File: config.mk
export PLATFORM = sky130hd
export DESIGN_NAME = txrb_top
export DESIGN_NICKNAME = d
export VERILOG_FILES = /design/src/design/txrb_pkg.sv /design/src/design/txrb_lane.sv /design/src/design/txrb_top.sv
export VERILOG_INCLUDE_DIRS = /design/src /design/src/design
export SDC_FILE = /design/constraint.sdc
export NUM_CORES = 1
export LEC_CHECK = 0
export BUFFER_PORTS_ARGS = -buffer_cell sky130_fd_sc_hd__clkbuf_2
export CORE_UTILIZATION = 45
export CTS_CLUSTER_DIAMETER = 60
export CTS_CLUSTER_SIZE = 24
export DETAILED_ROUTE_END_ITERATION = 16
export PLACE_DENSITY_LB_ADDON = 0.15
export SYNTH_ARGS = -nofsm -noshare
export SYNTH_HDL_FRONTEND = slang
export SYNTH_SLANG_ARGS = --single-unit
File: constraint.sdc
create_clock -name clk_in -period 8.7 [get_ports clk_in]
set_clock_uncertainty 0.1 [all_clocks]
set_input_delay 0 -clock clk_in [delete_from_list [all_inputs] [get_ports clk_in]]
set_output_delay 0 -clock clk_in [all_outputs]
set_load 0.02 [all_outputs]
File: src/design/txrb_consts.svh
// Offsets, field positions and reset values of the transmit register bank
`ifndef TXRB_CONSTS_SVH
`define TXRB_CONSTS_SVH

// ****************************************************************
// Register byte offsets
// ****************************************************************
`define TXRB_OFS_RECONFIG_CTRL   12'h060
`define TXRB_OFS_RECONFIG_STAT   12'h064
`define TXRB_OFS_CONFIG          12'h068
`define TXRB_OFS_TX_CTRL         12'h070
`define TXRB_OFS_TX_BYPASS       12'h074
`define TXRB_OFS_TX_STAT         12'h078
`define TXRB_RESET_VALUE         32'h0000_0000

// ****************************************************************
// Common control and status fields
// ****************************************************************
`define TXRB_CC_ADDR_HI          11
`define TXRB_CC_ADDR_LO          0
`define TXRB_CC_ENABLE           12
`define TXRB_CC_WRITE            13
`define TXRB_CC_DATA_HI          31
`define TXRB_CC_DATA_LO          16
`define TXRB_CS_DATA_HI          15
`define TXRB_CS_READY            16
`define TXRB_CS_BUSY             17
`define TXRB_CFG_HDMI            0

// ****************************************************************
// Per-lane byte layout
// ****************************************************************
`define TXRB_LANES               4
`define TXRB_LANE_STRIDE         8
`define TXRB_TC_LINE_CODE        0
`define TXRB_TC_INVERT           1
`define TXRB_TC_PAT_HI           4
`define TXRB_TC_PAT_LO           2
`define TXRB_TC_FORCE_ERR        5
`define TXRB_TC_PAT_EXTRA        6
`define TXRB_TC_USED_MASK        8'h7f
`define TXRB_TS_ALIGN_DONE       0
`define TXRB_TS_INIT_DONE        1
`define TXRB_TS_DLY_RST_DONE     2
`define TXRB_TS_BUF_HI           4
`define TXRB_TS_BUF_LO           3
`define TXRB_TS_FAULT            5
`define TXRB_PATTERN_PRBS31      3'h4
`define TXRB_TS_USED_MASK        8'h3f
`define TXRB_PAT_W               3
`define TXRB_BUF_W               2
`define TXRB_BB_PH_DLY_RST       0
`define TXRB_BB_PH_ALIGN         1
`define TXRB_BB_PH_ALIGN_EN      2
`define TXRB_BB_PH_DLY_PD        3
`define TXRB_BB_PH_INIT          4
`define TXRB_BB_DLY_RST          5
`define TXRB_BB_DLY_BYPASS       6
`define TXRB_BB_DLY_EN           7

// ****************************************************************
// Bus encodings
// ****************************************************************
`define TXRB_HTRANS_NONSEQ_BIT   1
`define TXRB_HRESP_OKAY          1'h0
`define TXRB_ADDR_W              12
`define TXRB_WORD_LSB            2

`endif

File: src/design/txrb_pkg.sv
// Types shared by the transmit register bank
package txrb_pkg;
  typedef enum logic [0:0] {
    TXRB_PORT_IDLE,
    TXRB_PORT_BUSY
  } txrb_port_state_type;

  typedef logic [7:0] txrb_lane_byte_type;
endpackage

File: src/design/txrb_lane.sv
// One transmit lane: gated control byte outputs and synchronised status byte
`timescale 1ns/1ps
`include "txrb_consts.svh"

module txrb_lane
  import txrb_pkg::*;
(
  input  wire logic               clk_in,
  input  wire logic               rst_in,
  input  wire txrb_lane_byte_type ctrl_byte_in,
  input  wire txrb_lane_byte_type bypass_byte_in,
  input  wire logic               hdmi_mode_in,
  input  wire txrb_lane_byte_type status_raw_in,
  output txrb_lane_byte_type      ctrl_out,
  output txrb_lane_byte_type      bypass_out,
  output txrb_lane_byte_type      status_out
);

  txrb_lane_byte_type ctrl_d;
  txrb_lane_byte_type bypass_d;
  txrb_lane_byte_type sync1_q;
  txrb_lane_byte_type sync2_q;
  txrb_lane_byte_type ctrl_q;
  txrb_lane_byte_type bypass_q;
  txrb_lane_byte_type status_mask;

  // ****************************************************************
  // Control gating
  // ****************************************************************
  // Line coding enable is meaningless under HDMI, so it is held off there
  assign ctrl_d = (ctrl_byte_in & `TXRB_TC_USED_MASK) &
                  ~(txrb_lane_byte_type'(hdmi_mode_in) << `TXRB_TC_LINE_CODE);
  // The transceiver sequences bypass itself under DisplayPort
  assign bypass_d = hdmi_mode_in ? bypass_byte_in : 8'h00;

  // ****************************************************************
  // Status: two flops from the transceiver domain; reserved bits zero
  // ****************************************************************
  assign status_mask = `TXRB_TS_USED_MASK;
  assign status_out  = sync2_q & status_mask;
  assign ctrl_out    = ctrl_q;
  assign bypass_out  = bypass_q;

  always_ff @(posedge clk_in or posedge rst_in) begin
    if (rst_in) begin
      sync1_q  <= 8'h00;
      sync2_q  <= 8'h00;
      ctrl_q   <= 8'h00;
      bypass_q <= 8'h00;
    end else begin
      sync1_q  <= status_raw_in;
      sync2_q  <= sync1_q;
      ctrl_q   <= ctrl_d;
      bypass_q <= bypass_d;
    end
  end

endmodule

File: src/design/txrb_top.sv
// Transmit register bank: AHB-Lite slave, reconfiguration port, lane control
`timescale 1ns/1ps
`include "txrb_consts.svh"

module txrb_top
  import txrb_pkg::*;
(
  input  wire logic        clk_in,
  input  wire logic        rst_in,
  // AHB-Lite slave
  input  wire logic        hsel_in,
  input  wire logic [11:0] haddr_in,
  input  wire logic [1:0]  htrans_in,
  input  wire logic        hwrite_in,
  input  wire logic [2:0]  hsize_in,
  input  wire logic [31:0] hwdata_in,
  input  wire logic        hready_in,
  output logic             hreadyout_out,
  output logic             hresp_out,
  output logic [31:0]      hrdata_out,
  // Reconfiguration port
  output logic [11:0]      reconfig_address_out,
  output logic             reconfig_enable_out,
  output logic             reconfig_write_enable_out,
  output logic [15:0]      reconfig_write_data_out,
  input  wire logic [15:0] reconfig_read_data_in,
  input  wire logic        reconfig_ready_in,
  // Lane controls, one bit per lane except pattern select, which takes three bits per lane
  output logic [3:0]       tx_line_code_enable_out,
  output logic [3:0]       tx_invert_output_out,
  output logic [11:0]      tx_pattern_select_out,
  output logic [3:0]       tx_pattern_force_error_out,
  output logic [3:0]       tx_pattern_select_extra_out,
  output logic [3:0]       tx_phase_delay_reset_out,
  output logic [3:0]       tx_phase_align_out,
  output logic [3:0]       tx_phase_align_enable_out,
  output logic [3:0]       tx_phase_delay_powerdown_out,
  output logic [3:0]       tx_phase_init_out,
  output logic [3:0]       tx_delay_reset_out,
  output logic [3:0]       tx_delay_bypass_out,
  output logic [3:0]       tx_delay_enable_out,
  // Lane status from the transceivers, asynchronous
  input  wire logic [3:0]  tx_phase_align_done_in,
  input  wire logic [3:0]  tx_phase_init_done_in,
  input  wire logic [3:0]  tx_delay_reset_done_in,
  input  wire logic [7:0]  tx_buffer_state_in,
  input  wire logic [3:0]  tx_bypass_fault_in
);

  // ****************************************************************
  // Bus address phase
  // ****************************************************************
  logic                 wr_pend_q;
  logic                 rd_pend_q;
  logic [11:0]          addr_q;
  logic [31:0]          hrdata_q;
  logic [31:0]          rd_mux;
  wire                  take = hsel_in & hready_in & htrans_in[`TXRB_HTRANS_NONSEQ_BIT];
  wire  [11:0]          word_addr = {addr_q[11:`TXRB_WORD_LSB], 2'h0};

  // Reads wait one cycle so that a write just before is already visible
  assign hreadyout_out = ~rd_pend_q;
  assign hresp_out     = `TXRB_HRESP_OKAY;
  assign hrdata_out    = hrdata_q;

  always_ff @(posedge clk_in or posedge rst_in) begin
    if (rst_in) begin
      wr_pend_q <= 1'b0;
      rd_pend_q <= 1'b0;
      addr_q    <= 12'h000;
      hrdata_q  <= `TXRB_RESET_VALUE;
    end else begin
      wr_pend_q <= take & hwrite_in;
      rd_pend_q <= take & ~hwrite_in;
      if (take) begin
        addr_q <= haddr_in;
      end
      if (rd_pend_q) begin
        hrdata_q <= rd_mux;
      end
    end
  end

  // ****************************************************************
  // Write decode
  // ****************************************************************
  wire wr_cc   = wr_pend_q & (word_addr == `TXRB_OFS_RECONFIG_CTRL);
  wire wr_cfg  = wr_pend_q & (word_addr == `TXRB_OFS_CONFIG);
  wire wr_ctrl = wr_pend_q & (word_addr == `TXRB_OFS_TX_CTRL);
  wire wr_byp  = wr_pend_q & (word_addr == `TXRB_OFS_TX_BYPASS);

  logic [31:0] cc_q;
  logic        hdmi_q;
  logic [31:0] tx_ctrl_q;
  logic [31:0] tx_byp_q;

  always_ff @(posedge clk_in or posedge rst_in) begin
    if (rst_in) begin
      cc_q      <= `TXRB_RESET_VALUE;
      hdmi_q    <= 1'b0;
      tx_ctrl_q <= `TXRB_RESET_VALUE;
      tx_byp_q  <= `TXRB_RESET_VALUE;
    end else begin
      if (wr_cc) begin
        cc_q <= hwdata_in;
      end
      if (wr_cfg) begin
        hdmi_q <= hwdata_in[`TXRB_CFG_HDMI];
      end
      if (wr_ctrl) begin
        tx_ctrl_q <= hwdata_in;
      end
      if (wr_byp) begin
        tx_byp_q <= hwdata_in;
      end
    end
  end

  // ****************************************************************
  // Reconfiguration port sequencer
  // ****************************************************************
  txrb_port_state_type state_q;
  txrb_port_state_type state_d;
  logic                ready_q;
  logic [15:0]         rdata_q;
  logic                is_read_q;
  logic                en_pulse_q;
  logic [11:0]         raddr_q;
  logic                rwe_q;
  logic [15:0]         rwdata_q;

  // ****************************************************************
  // Common control word fields, taken straight from the data phase
  // ****************************************************************
  wire [11:0] cc_addr   = hwdata_in[`TXRB_CC_ADDR_HI:`TXRB_CC_ADDR_LO];
  wire        cc_enable = hwdata_in[`TXRB_CC_ENABLE];
  wire        cc_write  = hwdata_in[`TXRB_CC_WRITE];
  wire [15:0] cc_data   = hwdata_in[`TXRB_CC_DATA_HI:`TXRB_CC_DATA_LO];
  wire        port_busy = (state_q == TXRB_PORT_BUSY);

  // A launch while busy is dropped; cc_q still updates but the port fields keep their values
  wire launch = wr_cc & cc_enable & ~port_busy;
  wire done   = port_busy & reconfig_ready_in;

  always_comb begin
    state_d = state_q;
    case (state_q)
      TXRB_PORT_IDLE: begin
        if (launch) begin
          state_d = TXRB_PORT_BUSY;
        end
      end
      TXRB_PORT_BUSY: begin
        if (reconfig_ready_in) begin
          state_d = TXRB_PORT_IDLE;
        end
      end
      default: begin
        state_d = TXRB_PORT_IDLE;
      end
    endcase
  end

  always_ff @(posedge clk_in or posedge rst_in) begin
    if (rst_in) begin
      state_q    <= TXRB_PORT_IDLE;
      ready_q    <= 1'b0;
      rdata_q    <= 16'h0000;
      is_read_q  <= 1'b0;
      en_pulse_q <= 1'b0;
      raddr_q    <= 12'h000;
      rwe_q      <= 1'b0;
      rwdata_q   <= 16'h0000;
    end else begin
      state_q    <= state_d;
      en_pulse_q <= launch;
      if (launch) begin
        raddr_q   <= cc_addr;
        rwe_q     <= cc_write;
        rwdata_q  <= cc_data;
        is_read_q <= ~cc_write;
      end
      // Completion wins over the clear that a new launch brings
      if (done) begin
        ready_q <= 1'b1;
      end else if (launch) begin
        ready_q <= 1'b0;
      end
      if (done & is_read_q) begin
        rdata_q <= reconfig_read_data_in;
      end
    end
  end

  // ****************************************************************
  // Reconfiguration port outputs and common status word
  // ****************************************************************
  // Fields stay registered so the port sees them stable for the whole transfer
  assign reconfig_address_out      = raddr_q;
  assign reconfig_enable_out       = en_pulse_q;
  assign reconfig_write_enable_out = rwe_q;
  assign reconfig_write_data_out   = rwdata_q;

  // Reserved bits are tied low; software must not rely on them
  wire [13:0] cs_reserved = 14'h0000;
  wire [31:0] cs_word     = {cs_reserved, port_busy, ready_q, rdata_q};
  wire [31:0] cfg_word    = {31'h0000_0000, hdmi_q};

  // ****************************************************************
  // Lanes
  // ****************************************************************
  logic [31:0] ctrl_lanes;
  logic [31:0] byp_lanes;
  logic [31:0] stat_lanes;

  genvar g;
  generate
    for (g = 0; g < `TXRB_LANES; g = g + 1) begin : gen_lane
      localparam int B = g * `TXRB_LANE_STRIDE;
      txrb_lane_byte_type raw_status;
      // Status levels come from the transceiver clocks; the lane synchronises them
      assign raw_status = {2'h0, tx_bypass_fault_in[g],
                           tx_buffer_state_in[`TXRB_BUF_W*g +: `TXRB_BUF_W],
                           tx_delay_reset_done_in[g], tx_phase_init_done_in[g],
                           tx_phase_align_done_in[g]};
      txrb_lane u_lane (
        .clk_in         (clk_in),
        .rst_in         (rst_in),
        .ctrl_byte_in   (tx_ctrl_q[B +: 8]),
        .bypass_byte_in (tx_byp_q[B +: 8]),
        .hdmi_mode_in   (hdmi_q),
        .status_raw_in  (raw_status),
        .ctrl_out       (ctrl_lanes[B +: 8]),
        .bypass_out     (byp_lanes[B +: 8]),
        .status_out     (stat_lanes[B +: 8])
      );
      assign tx_line_code_enable_out[g]     = ctrl_lanes[B + `TXRB_TC_LINE_CODE];
      assign tx_invert_output_out[g]        = ctrl_lanes[B + `TXRB_TC_INVERT];

      // ****************************************************************
      // Lane control outputs
      // ****************************************************************
      assign tx_pattern_select_out[`TXRB_PAT_W*g +: `TXRB_PAT_W] =
        ctrl_lanes[B + `TXRB_TC_PAT_LO +: `TXRB_PAT_W];
      assign tx_pattern_force_error_out[g]  = ctrl_lanes[B + `TXRB_TC_FORCE_ERR];
      assign tx_pattern_select_extra_out[g] = ctrl_lanes[B + `TXRB_TC_PAT_EXTRA];

      // ****************************************************************
      // Buffer-bypass sequencing outputs
      // ****************************************************************
      // Software owns the sequence order; nothing here checks that it is sane
      assign tx_phase_delay_reset_out[g]     = byp_lanes[B + `TXRB_BB_PH_DLY_RST];
      assign tx_phase_align_out[g]           = byp_lanes[B + `TXRB_BB_PH_ALIGN];
      assign tx_phase_align_enable_out[g]    = byp_lanes[B + `TXRB_BB_PH_ALIGN_EN];
      assign tx_phase_delay_powerdown_out[g] = byp_lanes[B + `TXRB_BB_PH_DLY_PD];
      assign tx_phase_init_out[g]            = byp_lanes[B + `TXRB_BB_PH_INIT];
      assign tx_delay_reset_out[g]           = byp_lanes[B + `TXRB_BB_DLY_RST];
      assign tx_delay_bypass_out[g]          = byp_lanes[B + `TXRB_BB_DLY_BYPASS];
      assign tx_delay_enable_out[g]          = byp_lanes[B + `TXRB_BB_DLY_EN];
    end
  endgenerate

  // ****************************************************************
  // Read decode; unmapped words read zero
  // ****************************************************************
  always_comb begin
    if (word_addr == `TXRB_OFS_RECONFIG_CTRL) begin
      rd_mux = cc_q;
    end else if (word_addr == `TXRB_OFS_RECONFIG_STAT) begin
      rd_mux = cs_word;
    end else if (word_addr == `TXRB_OFS_CONFIG) begin
      rd_mux = cfg_word;
    end else if (word_addr == `TXRB_OFS_TX_CTRL) begin
      rd_mux = tx_ctrl_q;
    end else if (word_addr == `TXRB_OFS_TX_BYPASS) begin
      rd_mux = tx_byp_q;
    end else if (word_addr == `TXRB_OFS_TX_STAT) begin
      rd_mux = stat_lanes;
    end else begin
      rd_mux = `TXRB_RESET_VALUE;
    end
  end

endmodule

# [Word level (Yosys, flattened, before mapping)]
# Cells that the tools add are included.
[classes] eq_ne=6 mux=15 n_bitwise=21 reduce_logical=1
[op_table] cell="$mux W32" count=5
[op_table] cell="$eq A10 B5 Y1 const B" count=6
[op_table] cell="$mux W8" count=4
[op_table] cell="$mux W30" count=1
[op_table] cell="$and A7 B7 Y7" count=4
[op_table] cell="$and A1 B1 Y1" count=12
[op_table] cell="$not A1 Y7" count=1
[op_table] cell="$mux W1" count=4
[op_table] cell="$not A1 Y1" count=4
[op_table] cell="$pmux W1 S2" count=1
[op_table] cell="$reduce_bool A2 Y1" count=1
[totals] regBits=300 input_bits=95 output_inout_bits=124 elab_cells=75

# [Depth between registers and ports, before layout]
[logic_depth] word_depth=7 depth_mapped=7 mapped_depth_nobuf=5

# [Cells and area by module]
# From an unflattened synthesis, not the netlist that was laid out.
[unflattened] cells_unflattened=790 hier_area_um2=11418.5
[modules_own_cells] module="txrb_top" instances=1 cells_each=626 area_each_um2=8370.5 seq_area_each_um2=4754.6
[modules_own_cells] module="txrb_lane" instances=4 cells_each=41 area_each_um2=762.0 seq_area_each_um2=675.6

# [Worst setup path before layout]
# No wires, ideal clock.
[synth_path] path_type="register to register" from="reg addr_q[7]" to="reg tx_ctrl_q[0]" setup_ns=0.125 arrival_ns=1.899 t_required_ns=8.475 slack_ns=6.576 path_stages_with_launch=7 synth_period_minus_slack_ns=2.124 cell_sequence="dfrtp_1 or4b_1 buf_2 nor3_4 nand3_4 buf_6 mux2_4"
[synth_between] elab_chain_len=2
[synth_lines] item="start, declared" line_no="txrb_top.sv:55" rtl="logic [11:0] addr_q;"
[synth_lines] item="start signal, assigned" line_no="txrb_top.sv:76" rtl="addr_q <= haddr_in;"
[synth_lines] item="$eq A10 B5 Y1 (no source line)"
[synth_lines] item="$and A1 B1 Y1" line_no="txrb_top.sv:89" rtl="wire wr_ctrl = wr_pend_q & (word_addr == `TXRB_OFS_TX_CTRL);"
[synth_lines] item="end signal, assigned" line_no="txrb_top.sv:101" rtl="tx_ctrl_q <= `TXRB_RESET_VALUE;"
[synth_lines] item="end signal, assigned" line_no="txrb_top.sv:111" rtl="tx_ctrl_q <= hwdata_in;"
[synth_lines] item="end, declared" line_no="txrb_top.sv:94" rtl="logic [31:0] tx_ctrl_q;"
# No other way between the ends.
# A chain may end at the register's enable or synchronous reset.

# [Worst setup path in the final report]
[layout_path] from="reg addr_q[2]" to="reg cc_q[20]"
[layout_between] elab_chain_len=2
[layout_lines] item="$eq A10 B5 Y1 (no source line)"
[layout_lines] item="$and A1 B1 Y1" line_no="txrb_top.sv:87" rtl="wire wr_cc = wr_pend_q & (word_addr == `TXRB_OFS_RECONFIG_CTRL);"
[layout_lines] item="end signal, assigned" line_no="txrb_top.sv:99" rtl="cc_q <= `TXRB_RESET_VALUE;"
[layout_lines] item="end signal, assigned" line_no="txrb_top.sv:105" rtl="cc_q <= hwdata_in;"
[layout_lines] item="end, declared" line_no="txrb_top.sv:92" rtl="logic [31:0] cc_q;"
# No other way between the ends.

==> summary.md <==
| Metric | Value |
|---|---|
| Die ar. | 0.0260 mm2 |
| Global Route met3 Usage | 3.70% |
| Num CTS Buffers | 22 |
| Post-synth top area cell | dfrtp_1 |
| CP most frequent cell | buf_4 |
| RR Startpoint | addr_q[2] |
| Post-synthesis cell type count | 45 |
| Nets | 1203 |
| Crit path DAT | 3.60 ns |
| Int Power | 2.20 mW |
| # fillers | 2030 |
| Synth area leaders | dfrtp_1, mux2_2, mux2_4 |
| Status | finished, final reports clean |
| Synth Instances | 820 |
| Synth cell count leaders | dfrtp_1, mux2_2, o21ai_0 |
| I/O pins | 219 |
| Cell Pwr Density | 208 mW/mm2 |
| Sequential share of power | 50.4% |
| DR iter-0 viols | 430 |
| CP Class | flop to flop |
| Fin util | 58.9% |
| Comb power frac | 12.5% |
| Hold Crit Class | input port to flop |
| Most used DFF post-synth | dfrtp_1 |
| Mapped Area | 0.0114 mm2 |
| Syn-to-layout area delta | 27.0% |
| Crit Path Max Fanout | 31 |
| Number of vias per cell | 5.19 |
| Crit share post-route | 38.0% |
| Worst path cell trace | buf_4, nor2_1, nand4_1, buf_4, mux2_2 |
| Met2 Use GR | 38.2% |
| Hold path start | tx_buffer_state_in[6] |
| GRT met1 Usage | 30.5% |
| FF+latch count, synth | 298 |
| Net switching power | 0.806 mW |
| Vias in the first global route | 7807 |
| Clock tree root driver cell | clkbuf_16 |
| Critical Path RT | 9.00 ns |
| Clock latency on the worst-skew pair | 0.52 ns |
| Max Slew Vio Count | 0 |
| Input/output buffers | 211 |
| RePlAce Congestion | 0.767 |
| Std-Cell Rows | 57 |
| Largest net degree at the start of global routing | 187 |
| Max-cap viol count | 0 |
| Initial antenna violation count | 0 |
| Syn. warnings | 0 |
| Endpoints failing hold | 0 |
| Clock power share | 37.1% |
| Total track usage | 22.7% |
| Least-Margin Pin Slew | 1.03 ns |
| Worst setup SP type | flop |
| Post_cts resized | 0 |
| Via count | 7519 |
| Share of cells above drive strength 1 | 38.2% |
| Post CTS Setup Buffer Count | 0 |
| First-pass GRT wire length | 45200 um |
| DR pass1 iterations | 5 |
| Yosys top cell area share | 65.3% |
| Reg clk slew, reported paths | 0.09 ns |
| Initial Utilization | 46.4% |
| # DRC | 0 |
| Relative slew slack | 30.8% |
| RSZ-0062 raised after global routing | no |
| Post-DRT Antenna Nets | 0 |
| Clock Tree Buf Depth | 3 |
| Htree depth | 1 |
| Antenna diodes | 0 |
| Critical Path Start | addr_q[2] |
| Drt wl/cell | 19.9 um |
| WL final | 28800 um |
| Die width | 161 um |
| Fmax | 0.302 GHz |
| Fraction of registers with async set/reset | 100% |
| Setup Viol. Count Final | 0 |
| Die Y-Extent | 161 um |
| Core area | 0.0246 mm2 |
| Min Tclk post-route | 3.31 ns |
| CP max stage cell | nand4_1 |
| Synthesized Nets | 915 |
| Syn Area/Cell | 13.9 um2 |
| Sequential-to-total area share from yosys stat | 65.3% |
| CP endpoint kind | flop |
| Clock Sink Count | 298 |
| Leak Pwr | 6.93 nW |
| Total grt overflow | 0 |
| Grt peak-use layer | met2 |
| Switching Share | 26.8% |
| Detail Placement HPWL | 17100 um |
| Top-count cell post-synth | dfrtp_1 |
| Number of flops mapped to enable cells by yosys | 0 |
| Max stage delay on crit path | 0.93 ns |
| Total negative slack | 0 ns |
| Peak supply drop | 0.197 mV |
| CTS tree | done |
==> routing by layer <==
layer  wire, um  vias to the layer above
met4        685                        0
met3       1780                       45
met1      12300                     3785
li1           -                     3462
met2      14000                      227
met5          0                        -
==> cell families (layout without fill, tap and decap cells) <==
logic type / count (synthesis) / count (layout) / synth area share, %
AO/OA/AOI/OAI: 144 / 144 / 8.26
buffers and inverters: 81 / 385 / 2.93
flip-flops: 298 / 298 / 65.3
multiplexers: 154 / 154 / 16.2
other: 1 / 1 / 0.0329
AND/OR/NAND/NOR: 142 / 142 / 7.28
==> critical path: cells and delay by family, from the launching register on <==
family / cells / cell delay (ns)
and+or+nand+nor: 2 / 1.48
buffers and inverters: 2 / 0.87
DFF: 1 / 0.41
muxes: 1 / 0.31
==> stage by stage <==
| stage | setup WS, ns | total power [mW] | hold WS, ns | cells | instance area, um2 |
|---|---|---|---|---|---|
| 2_1_floorplan | 0.367 | 1.75 | -0.0686 | 820 | 11400 |
| 3_3_place_gp | 5.38 | 1.88 | 0.00981 | 1315 | 12800 |
| 3_5_place_dp | 5.38 | 1.89 | 0.00965 | 1315 | 12800 |
| 4_1_cts | 5.36 | 3.04 | 0.00000544 | 1448 | 14500 |
| 5_1_grt | 5.18 | 3.13 | 0.0102 | 1448 | 14500 |
| 6_report | 5.39 | 3.01 | 0.0133 | 1448 | 14500 |
==> worst paths after layout <==
check                                                 to  slack, ns  cells past startpoint
min in group asynchronous     reconfig_write_data_out[4]       0.07                      3
hold / removal             gen_lane[3].u_lane.sync1_q[3]       0.01                      2
hold reg to reg            gen_lane[1].u_lane.sync2_q[4]       0.25                      0
setup reg to reg                                cc_q[20]       5.39                      5
max in group asynchronous                         hdmi_q       6.98                      4
setup / recovery                                cc_q[20]       5.39                      5
==> registers in the layout, summed over array words and instances, names as in the netlist, 10 cells and up <==
| name | count |
|---|---|
| addr_q | 10 |
| cc_q | 32 |
| gen_lane.u_lane.bypass_out | 32 |
| gen_lane.u_lane.ctrl_out | 28 |
| gen_lane.u_lane.sync1_q | 24 |
| gen_lane.u_lane.sync2_q | 24 |
| hrdata_out | 32 |
| rdata_q | 16 |
| reconfig_address_out | 12 |
| reconfig_write_data_out | 16 |
| tx_byp_q | 32 |
| tx_ctrl_q | 32 |
==> layout by cell type (no fill, tap or decap), types with 11 or more instances in the layout <==
cell type      instances
mux2_2               123
inv_1                 28
o21ai_0               49
dfrtp_1              294
nor2_1                23
dlygate4sd3_1         93
o22ai_1               13
a221oi_1              22
nand2b_1              19
a21oi_1               11
clkbuf_16             23
mux2_4                30
nand2_1               20
and2_1                46
a31oi_1               17
clkbuf_2             211
==> what timing repair did <==
| item | CTS | global route |
|---|---|---|
| setup endpoints to repair | 0 | 0 |
| hold endpoints to repair | 293 | 0 |
| hold buffers | 93 | 0 |
==> power by group through the flow <==
stage	combinational, mW	clock [mW]	sequential, mW
2_1_floorplan	0.176	0	1.57
3_3_place_gp	0.340	0	1.54
3_5_place_dp	0.344	0	1.54
4_1_cts	0.378	1.14	1.52
5_1_grt	0.408	1.19	1.53
6_report	0.375	1.12	1.52
==> final cells by class <==
cell class              count  area [um2]  area share [%]
clock buffers              25         603            4.16
clock inverters            15         185            1.28
inverters                  30         120           0.828
multi-input cells         441        3640            25.1
flip-flops and latches    298        7460            51.5
well taps                 324         405            2.80
repair buffers            315        2080            14.4
No activity file was read; power rests on OpenSTA's default activity.
